**src/hw/tcf_pkg.sv**
```systemverilog
// Constants and types for the timer control and read-sync front end
// Summary of operation
// - Registers take 8, 16 and 32-bit writes through byte strobes
// - Writes are ignored while the external access protection is active
// - Enable-protected fields change only while the timer is disabled
// - Wrap on next clock, next prescaled tick, or next clock clearing divider
// - Timer halts in standby unless standby run is set
// - Prescaler divides by 1,2,4,8,16,64,256,1024 for codes 0..7
// - Frequency modes toggle output on match; code 1 uses compare zero as top
// - PWM modes clear on up-match, set on down-match, inverse on wrap
// - Normal top is the period in 8-bit mode, else the counter maximum
// - Width code 0 is 16-bit, 1 is 8-bit, 2 is 32-bit
// - Mode, width, prescaler, standby and wrap fields act without sync delay
// - Enable reads back at once, sets busy, takes effect after sync
// - Soft reset restores all registers and disables the timer
// - A soft reset write discards every other field of that write
// - Soft reset bit and its busy flag stay set until reset completes
// - Read request syncs the addressed register, sets busy, reads zero
// - Continuous read resyncs the selected register again after each capture
// - Continuous read needs one read request after setting it
// - Counter write may stall in continuous sync, at most 6 clocks
// - Read address selects the counter or compare register offset
package tcf_pkg;
   // Byte addresses of the registers (index times four)
   localparam logic [7:0] TCF_CTRL_IDX   = 8'h00;
   localparam logic [7:0] TCF_READ_REQUEST_STROBE_IDX   = 8'h02;
   localparam logic [7:0] TCF_ADDR_CTRL  = 8'h00;
   localparam logic [7:0] TCF_ADDR_READ_REQUEST_STROBE  = 8'h08;
   localparam logic [7:0] TCF_ADDR_AUX   = 8'h0c;
   localparam logic [7:0] TCF_ADDR_STAT  = 8'h10;
   localparam logic [7:0] TCF_ADDR_COUNT = 8'h14;
   localparam logic [7:0] TCF_ADDR_CC0   = 8'h18;
   localparam logic [7:0] TCF_ADDR_PER   = 8'h1c;
   localparam logic [7:0] TCF_ADDR_SDATA = 8'h20;
   // Read-sync targets, as offsets in the timer's own byte map
   localparam logic [4:0] TCF_RSEL_COUNT = 5'h10;
   localparam logic [4:0] TCF_RSEL_CC0   = 5'h18;
   // Control word fields
   localparam int TCF_SOFT_RESET_BIT  = 0;
   localparam int TCF_ENABLE_BIT = 1;
   localparam int TCF_WIDTH_LSB  = 2;
   localparam int TCF_WAVE_LSB   = 5;
   localparam int TCF_PRESC_LSB  = 8;
   localparam int TCF_STBY_BIT   = 11;
   localparam int TCF_WRAP_LSB   = 12;
   localparam logic [15:0] TCF_CTRL_MASK  = 16'h3f6f;
   localparam logic [15:0] TCF_CTRL_RESET = 16'h0000;
   // Read request fields
   localparam int TCF_READ_REQUEST_STROBE_BIT  = 15;
   localparam int TCF_CONTINUOUS_READ_BIT = 14;
   // Stand-in for the bus/timer clock crossing time
   localparam logic [3:0] TCF_SYNC_CYCLES = 4'h6;
   // Width codes
   localparam logic [1:0] TCF_W16 = 2'h0;
   localparam logic [1:0] TCF_W8  = 2'h1;
   localparam logic [1:0] TCF_W32 = 2'h2;
   // Wrap timing codes
   localparam logic [1:0] TCF_WRAP_GEN   = 2'h0;
   localparam logic [1:0] TCF_WRAP_PRESC = 2'h1;
   localparam logic [1:0] TCF_WRAP_CLEAR = 2'h2;
   // Waveform modes
   localparam logic [1:0] TCF_NORMAL_FREQUENCY_MODE = 2'h0;
   localparam logic [1:0] TCF_MATCH_FREQUENCY_MODE = 2'h1;
   localparam logic [1:0] TCF_NORMAL_PWM_MODE = 2'h2;
   localparam logic [1:0] TCF_MATCH_PWM_MODE = 2'h3;

   typedef enum logic [1:0]
   {
      TCF_SYNC_IDLE  = 2'b00,
      TCF_SYNC_EN    = 2'b01,
      TCF_SYNC_RST   = 2'b10,
      TCF_SYNC_READ  = 2'b11
   } tcf_sync_t;
endpackage

```
**src/hw/tcf_timer_ctrl.sv**
```systemverilog
// Timer control front end: APB registers, prescaler, counter, sync model
//
// Decided for this implementation: the APB register port.
`timescale 1ns/1ps
`default_nettype none
module tcf_timer_ctrl
(
   // Clock and reset
   input  wire logic        CLK_SYS,
   input  wire logic        SYS_RST,
   // APB slave
   input  wire logic        PSEL,
   input  wire logic        PENABLE,
   input  wire logic        PWRITE,
   input  wire logic [7:0]  PADDR,
   input  wire logic [31:0] PWDATA,
   input  wire logic [3:0]  PSTRB,
   output logic      [31:0] PRDATA,
   output logic             PREADY,
   output logic             PSLVERR,
   // System conditions, asynchronous pins
   input  wire logic        PROT_ACTIVE,
   input  wire logic        STANDBY_REQ,
   // Timer outputs
   output logic             WAVE_OUT,
   output logic             TIMER_ENABLED
);
   import tcf_pkg::*;

   // ==========================================================
   // State
   // ==========================================================
   typedef struct packed
   {
      logic [1:0]  prot_s;
      logic [1:0]  stby_s;
      logic [15:0] ctrl;
      logic        read_request_strobe_pend;
      logic        continuous_read;
      logic [4:0]  raddr;
      logic        dir;
      logic        enabled;
      tcf_sync_t   sync_st;
      logic [3:0]  sync_cnt;
      logic [9:0]  presc;
      logic [31:0] count;
      logic [31:0] cc0;
      logic [7:0]  period_value;
      logic [31:0] sdata;
      logic        wave;
      logic [31:0] rdata;
      logic        slverr;
   } tcf_state_t;

   tcf_state_t s_r;
   tcf_state_t s_nxt;

   // ==========================================================
   // Helpers
   // ==========================================================
   function automatic logic [31:0] merge(input logic [31:0] old,
                                         input logic [31:0] wd,
                                         input logic [3:0]  st);
      logic [31:0] r;
      r = old;
      for (int i = 0; i < 4; i++)
      begin
         if (st[i])
         begin
            r[i*8 +: 8] = wd[i*8 +: 8];
         end
      end
      return r;
   endfunction

   function automatic logic [9:0] presc_limit(input logic [2:0] code);
      logic [9:0] l;
      case (code)
         3'h0:    l = 10'h000;
         3'h1:    l = 10'h001;
         3'h2:    l = 10'h003;
         3'h3:    l = 10'h007;
         3'h4:    l = 10'h00f;
         3'h5:    l = 10'h03f;
         3'h6:    l = 10'h0ff;
         default: l = 10'h3ff;
      endcase
      return l;
   endfunction

   function automatic logic [31:0] width_max(input logic [1:0] w);
      logic [31:0] m;
      case (w)
         TCF_W8:  m = 32'h0000_00ff;
         TCF_W32: m = 32'hffff_ffff;
         default: m = 32'h0000_ffff;
      endcase
      return m;
   endfunction

   function automatic logic [1:0] legal_code(input logic [1:0] c);
      return (c == 2'h3) ? 2'h0 : c;
   endfunction

   // ==========================================================
   // Next state
   // ==========================================================
   logic        setup;
   logic        access;
   logic        wr;
   logic        stall;
   logic        unmapped;
   logic        protect;
   logic [1:0]  width;
   logic [1:0]  wave_md;
   logic [1:0]  wrap_md;
   logic [31:0] maxv;
   logic [31:0] top;
   logic [31:0] wctrl;
   logic [31:0] wreq;
   logic        tick;
   logic        at_end;
   logic        run;
   logic        match;
   logic [31:0] rd_hold;
   logic        err_hold;

   always_comb
   begin
      s_nxt    = s_r;
      width    = s_r.ctrl[TCF_WIDTH_LSB +: 2];
      wave_md  = s_r.ctrl[TCF_WAVE_LSB +: 2];
      wrap_md  = s_r.ctrl[TCF_WRAP_LSB +: 2];
      maxv     = width_max(width);
      // Top value per waveform mode and width
      if (wave_md == TCF_MATCH_FREQUENCY_MODE || wave_md == TCF_MATCH_PWM_MODE)
      begin
         top = s_r.cc0 & maxv;
      end
      else if (width == TCF_W8)
      begin
         top = {24'h000000, s_r.period_value};
      end
      else
      begin
         top = maxv;
      end
      // Pins pass two flops before anything reads them
      s_nxt.prot_s = {s_r.prot_s[0], PROT_ACTIVE};
      s_nxt.stby_s = {s_r.stby_s[0], STANDBY_REQ};
      protect  = s_r.prot_s[1];

      // Bus decode
      setup    = PSEL & ~PENABLE;
      unmapped = !(PADDR == TCF_ADDR_CTRL || PADDR == TCF_ADDR_READ_REQUEST_STROBE ||
                   PADDR == TCF_ADDR_AUX || PADDR == TCF_ADDR_STAT ||
                   PADDR == TCF_ADDR_COUNT || PADDR == TCF_ADDR_CC0 ||
                   PADDR == TCF_ADDR_PER || PADDR == TCF_ADDR_SDATA);
      // In continuous read, a counter write must not race the read capture in flight
      stall    = PSEL & PENABLE & PWRITE & (PADDR == TCF_ADDR_COUNT) &
                 s_r.continuous_read & (s_r.sync_st == TCF_SYNC_READ);
      access   = PSEL & PENABLE & ~stall;
      wr       = access & PWRITE & ~unmapped & ~protect;
      wctrl    = merge({16'h0000, s_r.ctrl}, PWDATA, PSTRB);
      wreq     = merge({16'h0000, 1'b0, s_r.continuous_read,
                        9'h000, s_r.raddr}, PWDATA, PSTRB);

      if (setup)
      begin
         s_nxt.slverr = unmapped;
         case (PADDR)
            TCF_ADDR_CTRL:  s_nxt.rdata = {16'h0000, s_r.ctrl};
            // Request bit always reads as zero
            TCF_ADDR_READ_REQUEST_STROBE:  s_nxt.rdata = {16'h0000, 1'b0, s_r.continuous_read,
                                           9'h000, s_r.raddr};
            TCF_ADDR_AUX:   s_nxt.rdata = {31'h0, s_r.dir};
            TCF_ADDR_STAT:  s_nxt.rdata = {27'h0, s_r.wave, s_r.enabled,
                                 s_r.sync_st == TCF_SYNC_READ,
                                 s_r.sync_st == TCF_SYNC_EN,
                                 s_r.sync_st == TCF_SYNC_RST};
            TCF_ADDR_COUNT: s_nxt.rdata = s_r.count;
            TCF_ADDR_CC0:   s_nxt.rdata = s_r.cc0;
            TCF_ADDR_PER:   s_nxt.rdata = {24'h000000, s_r.period_value};
            TCF_ADDR_SDATA: s_nxt.rdata = s_r.sdata;
            default:        s_nxt.rdata = 32'h0000_0000;
         endcase
      end

      // Prescaler and counter
      run    = s_r.enabled &
               ~(s_r.stby_s[1] & ~s_r.ctrl[TCF_STBY_BIT]);
      tick   = s_r.presc == presc_limit(s_r.ctrl[TCF_PRESC_LSB +: 3]);
      at_end = s_r.dir ? (s_r.count == 32'h0) : (s_r.count == top);
      match  = (s_r.count == (s_r.cc0 & maxv));
      if (run)
      begin
         s_nxt.presc = tick ? 10'h000 : s_r.presc + 10'h001;
         if (at_end && (wrap_md != TCF_WRAP_PRESC || tick))
         begin
            s_nxt.count = s_r.dir ? top : 32'h0;
            if (wrap_md == TCF_WRAP_CLEAR)
            begin
               s_nxt.presc = 10'h000;
            end
            if (wave_md == TCF_NORMAL_PWM_MODE || wave_md == TCF_MATCH_PWM_MODE)
            begin
               s_nxt.wave = ~s_r.dir;
            end
         end
         else if (tick)
         begin
            s_nxt.count = (s_r.dir ? s_r.count - 32'h1
                                   : s_r.count + 32'h1) & maxv;
         end
         if (tick && match && !at_end || tick && match &&
             (wave_md == TCF_MATCH_FREQUENCY_MODE || wave_md == TCF_NORMAL_FREQUENCY_MODE))
         begin
            if (wave_md == TCF_NORMAL_FREQUENCY_MODE || wave_md == TCF_MATCH_FREQUENCY_MODE)
            begin
               s_nxt.wave = ~s_r.wave;
            end
            else if (!at_end)
            begin
               s_nxt.wave = s_r.dir;
            end
         end
      end
      else
      begin
         s_nxt.presc = 10'h000;
      end

      // Synchronisation sequencer
      case (s_r.sync_st)
         TCF_SYNC_IDLE:
         begin
            if (s_r.read_request_strobe_pend)
            begin
               s_nxt.sync_st  = TCF_SYNC_READ;
               s_nxt.sync_cnt = TCF_SYNC_CYCLES;
            end
         end
         TCF_SYNC_EN, TCF_SYNC_RST, TCF_SYNC_READ:
         begin
            s_nxt.sync_cnt = s_r.sync_cnt - 4'h1;
            if (s_r.sync_cnt == 4'h1)
            begin
               s_nxt.sync_st = TCF_SYNC_IDLE;
               if (s_r.sync_st == TCF_SYNC_EN)
               begin
                  s_nxt.enabled = s_r.ctrl[TCF_ENABLE_BIT];
               end
               else if (s_r.sync_st == TCF_SYNC_READ)
               begin
                  s_nxt.sdata = (s_r.raddr == TCF_RSEL_CC0) ? s_r.cc0
                                : s_r.count;
                  // Continuous mode keeps the request armed
                  s_nxt.read_request_strobe_pend = s_r.continuous_read;
               end
            end
         end
         default:
         begin
            s_nxt.sync_st = TCF_SYNC_IDLE;
         end
      endcase

      // Register writes
      if (wr)
      begin
         case (PADDR)
            TCF_ADDR_CTRL:
            begin
               if (PSTRB[0] && PWDATA[TCF_SOFT_RESET_BIT])
               begin
                  s_nxt.ctrl          = TCF_CTRL_RESET;
                  s_nxt.ctrl[TCF_SOFT_RESET_BIT] = 1'b1;
                  s_nxt.enabled       = 1'b0;
                  s_nxt.sync_st       = TCF_SYNC_RST;
                  s_nxt.sync_cnt      = TCF_SYNC_CYCLES;
               end
               else if (s_r.sync_st != TCF_SYNC_RST)
               begin
                  if (!s_r.enabled && !s_r.ctrl[TCF_ENABLE_BIT])
                  begin
                     s_nxt.ctrl = wctrl[15:0] & TCF_CTRL_MASK;
                     s_nxt.ctrl[TCF_WIDTH_LSB +: 2] =
                        legal_code(wctrl[TCF_WIDTH_LSB +: 2]);
                     s_nxt.ctrl[TCF_WRAP_LSB +: 2] =
                        legal_code(wctrl[TCF_WRAP_LSB +: 2]);
                  end
                  if (PSTRB[0] &&
                      wctrl[TCF_ENABLE_BIT] != s_r.ctrl[TCF_ENABLE_BIT])
                  begin
                     s_nxt.ctrl[TCF_ENABLE_BIT] =
                        wctrl[TCF_ENABLE_BIT];
                     s_nxt.sync_st  = TCF_SYNC_EN;
                     s_nxt.sync_cnt = TCF_SYNC_CYCLES;
                  end
               end
            end
            TCF_ADDR_READ_REQUEST_STROBE:
            begin
               s_nxt.raddr = wreq[4:0];
               s_nxt.continuous_read = wreq[TCF_CONTINUOUS_READ_BIT];
               if (PSTRB[1] && PWDATA[TCF_READ_REQUEST_STROBE_BIT])
               begin
                  s_nxt.read_request_strobe_pend = 1'b1;
               end
            end
            TCF_ADDR_AUX:
            begin
               if (!s_r.enabled && PSTRB[0])
               begin
                  s_nxt.dir = PWDATA[0];
               end
            end
            TCF_ADDR_COUNT:
            begin
               s_nxt.count = merge(s_r.count, PWDATA, PSTRB) & maxv;
            end
            TCF_ADDR_CC0:   s_nxt.cc0   = merge(s_r.cc0, PWDATA, PSTRB);
            TCF_ADDR_PER:
            begin
               if (PSTRB[0])
               begin
                  s_nxt.period_value = PWDATA[7:0];
               end
            end
            default:
            begin
               s_nxt.period_value = s_r.period_value;
            end
         endcase
      end

      // A read set up at this edge keeps the value it latched
      rd_hold  = s_nxt.rdata;
      err_hold = s_nxt.slverr;
      // Reset completes: everything but the synchronisers and bus answer returns to its initial state
      if (s_r.sync_st == TCF_SYNC_RST && s_r.sync_cnt == 4'h1)
      begin
         s_nxt = '0;
         // Only the synchronisers and bus answer survive the soft reset
         s_nxt.prot_s  = {s_r.prot_s[0], PROT_ACTIVE};
         s_nxt.stby_s  = {s_r.stby_s[0], STANDBY_REQ};
         s_nxt.rdata   = rd_hold;
         s_nxt.slverr  = err_hold;
         s_nxt.sync_st = TCF_SYNC_IDLE;
      end
   end

   // ==========================================================
   // Registers and outputs
   // ==========================================================
   always_ff @(posedge CLK_SYS)
   begin
      if (SYS_RST)
      begin
         s_r <= '0;
      end
      else
      begin
         s_r <= s_nxt;
      end
   end

   assign PRDATA        = s_r.rdata;
   assign PSLVERR       = s_r.slverr & PSEL & PENABLE;
   assign PREADY        = ~stall;
   assign WAVE_OUT      = s_r.wave;
   assign TIMER_ENABLED = s_r.enabled;
endmodule
`default_nettype wire

```
**config.mk**
```make
export PLATFORM = sky130hd
export DESIGN_NAME = tcf_timer_ctrl
export DESIGN_NICKNAME = d
export VERILOG_FILES = /design/src/hw/tcf_pkg.sv /design/src/hw/tcf_timer_ctrl.sv
export SDC_FILE = /design/constraint.sdc
export NUM_CORES = 1
export LEC_CHECK = 0
export ABC_AREA = 1
export BUFFER_PORTS_ARGS = -buffer_cell sky130_fd_sc_hd__buf_2
export CAP_MARGIN = 20
export CELL_PAD_IN_SITES_DETAIL_PLACEMENT = 0
export CELL_PAD_IN_SITES_GLOBAL_PLACEMENT = 1
export CORE_ASPECT_RATIO = 1.4
export CORE_MARGIN = 4
export CORE_UTILIZATION = 43
export DETAILED_ROUTE_END_ITERATION = 6
export PLACE_DENSITY = 0.87
export SLEW_MARGIN = 25
export SYNTH_ARGS = -nofsm -noshare
export SYNTH_HDL_FRONTEND = slang
export SYNTH_SLANG_ARGS = --single-unit
```
**constraint.sdc**
```tcl
create_clock -name CLK_SYS -period 3.7 [get_ports CLK_SYS]
set_input_delay 0 -clock CLK_SYS [delete_from_list [all_inputs] [get_ports CLK_SYS]]
set_output_delay 0 -clock CLK_SYS [all_outputs]
set_load 0.02 [all_outputs]
```
==> flow_metrics.tcl, run 1 <==
set metrics [dict create \
    worst_hold_path_type "input pin to register" \
    synth_fp_nets 2213 \
    rsz0062_at_grt "no" \
    relSlewSlack 0.364 \
    cp.required_ns 4.08 \
    vias 14700 \
    place_ws_ns 0.713 \
    layout_setup_ws_ns 0.606 \
    setup_viol 0 \
    n_antenna_cell 0 \
    post-route-period-util 0.836 \
    cts_buffers 17 \
    p_leak_nw 5.96 \
    final_common_cell "nand2_1" \
    viasPerCell 5.72 \
    place_inst 2495 \
    p_sw_frac 0.262 \
    final_hold_viol_count 0 \
    die_w_um 154 \
    wire_per_inst_um 19.2 \
    pwr-share-clk 0.463 \
    worst-path-buf-inv 3 \
    crit_family "simple AND/OR/NAND/NOR gates" \
    crit_slowest_cell "inv_2" \
    post-cts-setup-buffer-count 0 \
    synthesis.area_um2 12900 \
    grt_start_max_net_pins 79 \
    place.gp.congestion 0.974 \
    synth_top_cells_by_area "dfxtp_1 28%, nand2_1 16%, o21ai_0 10%, a21oi_1 7.5%, inv_1 6.8%" \
    switching_power_mw 1.04 \
    cts_max_path_buffers 2 \
    yosysUniqueCellTypes 44 \
    fin_cells 2561 \
    final_core_util 0.489 \
    grt_pass1_wl_um 76000 \
    antenna_found_initial 0 \
    skew_ns 0.0193 \
    critPathCaptureType "register" \
    numClockSinks 179 \
    drc 0 \
    yosys_warnings 0 \
    power_mw 3.95 \
    coreArea_um2 29400 \
    crit_arrival_ns 3.47 \
    dominantRegCellSynth "dfxtp_1" \
    place_hpwl_um 37000 \
    grt.overflow.total 0 \
    cp_slowest_stage_delay_ns 0.43 \
    first_global_vias 14100 \
    ir_worst_vdd_mv 0.289 \
    synth_cells 2128 \
    drtAntennaViolNets 0 \
    tritoncts "yes" \
    whs_ns 0.0533 \
    internal_power_mw 2.91 \
    io_buffers 86 \
    start_util 0.439 \
    avgSynthCellArea_um2 6.05 \
    outcome "completed" \
    path_cells "inv_2 -> nor2_4 -> buf_12 -> o21ai_0 -> nand2_1 -> nand3_1 -> nor2_1 -> nand2_1 -> nor2_1 -> nand3_1 -> nand2_2 -> nand3_2 -> inv_2 -> nand2_1 -> nand2_1 -> nand2_1 -> nand2_1 -> nand2_1 -> nor2_1" \
    synth_enable_flop_cells 0 \
    first_pass_iters 6 \
    io_pins 87 \
    cp_max_fo 60 \
    fmax_ghz 0.323 \
    crit_top_cell "nand2_1" \
    worstSetupPathType "register to register" \
    finalSetupTns_ns 0 \
    final_cell_area_um2 14400 \
    dieArea_um2 32800 \
    clock_latency_ns 0.46 \
    mostFrequentLayoutCells "549 x nand2_1, 257 x o21ai_0, 234 x inv_1" \
    async_flop_share 0 \
    dr.first_iter.drc_count 1103 \
    synth_top_area_cell "dfxtp_1" \
    die-height_um 213 \
    p_per_area_nw_per_um2 275 \
    synth-seq-area-share 0.278 \
    worst_slew_pin_slew_ns 0.942 \
    ctsHtreeMaxLevel 4 \
    rows 74 \
    area_growth_pct 11.5 \
    routed_wl_um 49200 \
    synth_seq_cells 179 \
    grt.total_usage 0.293 \
    worstSetupStartpointType "register" \
    period_needed_ns 3.09 \
    clkTransAtPathRegs_ns 0.07 \
    synth.top_cell.area_share 0.278 \
    drive_above_1_share 0.0775 \
    placed_area_um2 13400 \
    combinationalPowerShare 0.048 \
    drv_slew 0 \
    root_buffer "clkbuf_16" \
    maxCapViolCount 0 \
    seqPwrFrac 0.488 \
    nNetsFinal 2253 \
]
## layout make-up
class	count	area (um^2)
Clock buffer	19	443
Clock inverter	13	139
Fill cell	3144	15000
Inverter	240	901
Multi-Input combinational cell	1579	7790
Sequential cell	179	3580
Tap cell	380	475
Timing Repair Buffer	151	1030
## path summary, 6_finish.rpt
check                           cells past startpoint     start  slack, ns        to
worst min register to register                      2  s_r[181]       0.42   protect
worst min-delay path                                3  PSTRB[1]       0.05  s_r[171]
worst max-delay path                               19  s_r[166]       0.61  s_r[118]
worst max register to register                     19  s_r[166]       0.61  s_r[118]
## Yosys cell counts (all sizes together), types with 4 or more instances
cell    count
o22ai      28
inv       236
o221ai     18
o41ai       4
xor2       27
a31oi      39
o211ai      6
o21ai     269
nor2      168
a211oi      4
nand3     130
ha         33
clkinv      4
a21oi     193
or2         9
nor3       24
nand2     550
clkbuf     71
nor4       14
xnor2       8
dfxtp     179
a21o        5
nand4      28
nand3b      4
buf        59
## worst min-delay path: stages
cell     delay [ns]
buf_2          0.24
nand4_1        0.15
a21oi_1        0.06
## logic make-up after synthesis
logic type               count (synthesis)  share of synthesized area
adder cells (fa/ha/maj)                 34                     0.0336
AO/OA/AOI/OAI                          580                      0.244
buffers and inverters                  370                      0.120
flip-flops                             179                      0.278
XOR/XNOR                                35                     0.0238
AND/OR/NAND/NOR                        930                      0.300
## power by group through the flow
stage,sequential (mW),combinational (mW),clock (mW)
after floorplan,1.97,0.0823,0
after global placement,1.97,0.157,0
after detailed placement,1.97,0.158,0
after CTS,1.93,0.186,1.85
after global routing,1.93,0.208,1.92
final,1.93,0.190,1.83
## sequential cells by signal, indices dropped and copies added (netlist names)
name,flops
s_r,144
PRDATA,32
TIMER_ENABLED,1
WAVE_OUT,1
protect,1
## per-layer routing
metal	GRT usage	wire length, um	up-vias
li1	-	-	7154
met1	0.318	18200	6729
met2	0.524	24800	572
met3	0.0339	2290	198
met4	0.215	3930	0
met5	0	0	-
## timing repair
item | in CTS | in global routing
endpoints found under the setup margin | 0 | 0
endpoints found under the hold margin | 55 | 0
resized for setup | 0 | 0
hold buffers | 34 | 0
Power figures use the tool's default switching activity.
==> run 2: changes to the inputs <==
--- a/config.mk
+++ b/config.mk
@@ -12,9 +12,9 @@
 export CELL_PAD_IN_SITES_GLOBAL_PLACEMENT = 1
 export CORE_ASPECT_RATIO = 1.4
 export CORE_MARGIN = 4
-export CORE_UTILIZATION = 43
+export CORE_UTILIZATION = 39
 export DETAILED_ROUTE_END_ITERATION = 6
-export PLACE_DENSITY = 0.87
+export PLACE_DENSITY = 0.83
 export SLEW_MARGIN = 25
 export SYNTH_ARGS = -nofsm -noshare
 export SYNTH_HDL_FRONTEND = slang
==> constraint.sdc (replaced) <==
create_clock -name CLK_SYS -period 2.6 [get_ports CLK_SYS]
set_input_delay 0 -clock CLK_SYS [delete_from_list [all_inputs] [get_ports CLK_SYS]]
set_output_delay 0 -clock CLK_SYS [all_outputs]
set_load 0.02 [all_outputs]
==> run 2 against run 1 <==
  * Combinational power increased by 44%
  * Flip-flop and latch count unchanged
  * Final area increased by 11%
  * Utilization about the same
  * Critical path depth decreased by 1
  * Cell count increased by 7.1%
  * Largest cell class unchanged
  * Clock-buffer cell count decreased by 2
  * Die area increased by 9.8%
  * Sequential share of layout area decreased by 2.3 points
==> flow_metrics.tcl, run 2 (synthesized netlist as in run 1, its figures left out) <==
set metrics [dict create \
    drv_slew 0 \
    first_global_vias 14800 \
    outcome "completed" \
    cts_buffers 17 \
    final_hold_viol_count 0 \
    setup_viol 0 \
    rsz0062_at_grt "yes" \
    area_growth_pct 23.3 \
    final_core_util 0.489 \
    worstSetupStartpointType "register" \
    path_cells "inv_2 -> nor2_4 -> buf_12 -> buf_4 -> clkbuf_16 -> nand3_1 -> nand3_1 -> nor2_1 -> nand2_1 -> nor2_4 -> nand3_2 -> nand2_2 -> nand3_4 -> inv_6 -> buf_12 -> o21ai_0 -> a31oi_1 -> nor2_1" \
    drive_above_1_share 0.152 \
    ir_worst_vdd_mv 0.275 \
    busiest_layer "met2" \
    io_pins 87 \
    die_w_um 162 \
    crit_arrival_ns 2.88 \
    tritoncts "yes" \
    nNetsFinal 2375 \
    worst_hold_path_type "input pin to register" \
    grtUsageMet2 0.512 \
    worst_slew_pin_slew_ns 0.781 \
    cp_max_fo 15 \
    die-height_um 223 \
    first_pass_iters 5 \
    r2r.worst_path.cells 18 \
    grt_pass1_wl_um 81200 \
    routed_wl_um 53800 \
    coreArea_um2 32500 \
    post-route-period-util 0.974 \
    worstSetupPathType "register to register" \
    fill_cells 3452 \
    start_util 0.396 \
    reg2reg_to "s_r[128]" \
    wire_per_inst_um 19.6 \
    fmax_ghz 0.395 \
    top_register "s_r" \
    numClockSinks 179 \
    grtUsageMet1 0.306 \
    critPathCaptureType "register" \
    io_buffers 86 \
    cp_slowest_stage_delay_ns 0.33 \
    relSlewSlack 0.474 \
    viasPerCell 5.59 \
    grt_use_met3 0.0359 \
    final_common_cell "nand2_1" \
    place_ws_ns -0.112 \
    mostFrequentLayoutCells "541 x nand2_1, 244 x o21ai_0, 233 x inv_1" \
    clkTransAtPathRegs_ns 0.08 \
    r2r_setup_slack_ns 0.07 \
    grt_start_max_net_pins 115 \
    n_antenna_cell 0 \
    period_needed_ns 2.53 \
    reg2reg_from "s_r[166]" \
    startpoint "s_r[166]" \
    dieArea_um2 36000 \
    skew_ns 0.0155 \
    critical_path.endpoint "s_r[128]" \
    vias 15300 \
    clock_latency_ns 0.47 \
    crit_slowest_cell "dfxtp_2" \
    cp.required_ns 2.95 \
    p_leak_nw 6.62 \
    maxCapViolCount 0 \
    largest_reg_flops 144 \
    cts_max_path_buffers 2 \
    antenna_found_initial 0 \
    place_hpwl_um 40100 \
    drc 0 \
    whs_ns 0.0247 \
    place.gp.congestion 1.00 \
    drtAntennaViolNets 0 \
    grt.overflow.total 0 \
    layout_setup_ws_ns 0.0669 \
    root_buffer "clkbuf_16" \
    grt.total_usage 0.287 \
    ctsHtreeMaxLevel 4 \
    rows 78 \
    dr.first_iter.drc_count 1078 \
    p_per_area_nw_per_um2 360 \
]
==> run 2: cell count changes in the layout (fill, tap and decap cells not counted), sizes merged <==
| cell | delta |
|---|---|
| inv | +1 |
| clkbuf | +4 |
| clkinvlp | +1 |
| buf | +114 |
| dlygate4sd3 | +2 |
==> run 2: layout make-up <==
class,instances,area (um^2),area share
clock buffer,17,425,0.0268
clock inverter,15,164,0.0103
inverter,240,906,0.0570
multi-input combinational,1579,8040,0.506
sequential,179,3590,0.226
tap,440,551,0.0347
timing repair buffer,273,2200,0.138
==> run 2: through the flow <==
stage	cell area, um^2	setup TNS, ns	total power [mW]	cells
after global placement	14400	-1.21	3.04	2659
after global routing	15900	-0.449	5.87	2743
after floorplan	12900	0	2.93	2128
final	15900	0	5.72	2743
after detailed placement	14400	-1.26	3.04	2659
after CTS	15400	0	5.75	2728
==> run 2: worst max-delay path: cells and delay by family (launching register included) <==
family / cells / cell delay [ns]
AO/OA/AOI/OAI: 2 / 0.24
buffers and inverters: 6 / 0.81
flip-flops: 1 / 0.33
AND/OR/NAND/NOR: 10 / 1.03
==> run 2: repair_timing <==
item	in CTS	in global routing
endpoints found under the setup margin	35	44
pin swaps	2	10
gates cloned	0	6
endpoints found under the hold margin	60	0
buffers inserted	1	9
gates resized for setup	8	83
hold buffers	36	0
==> run 2: power by group <==
part	internal [mW]	leakage [nW]	switching, mW
Sequential	2.74	1.45	0.00201
Clock	1.29	0.279	1.41
Combinational	0.0980	4.89	0.175
==> run 2: worst min path at each step <==
stage,start,to,slack [ns],cells past startpoint
after global placement,STANDBY_REQ,s_r[179],0.21,3
after global routing,PSTRB[1],s_r[161],0.04,3
final,PSTRB[1],s_r[174],0.02,3
after floorplan,STANDBY_REQ,s_r[179],0.11,2
after CTS,PSTRB[1],s_r[174],0.002,3
after detailed placement,PROT_ACTIVE,s_r[181],0.21,3
==> run 2: metal layers <==
layer	wire (um)	share of wire	vias to the layer above
li1	-	-	7401
met5	0	0	-
met4	4440	0.082	0
met3	2550	0.047	228
met2	27400	0.51	607
met1	19500	0.36	7105
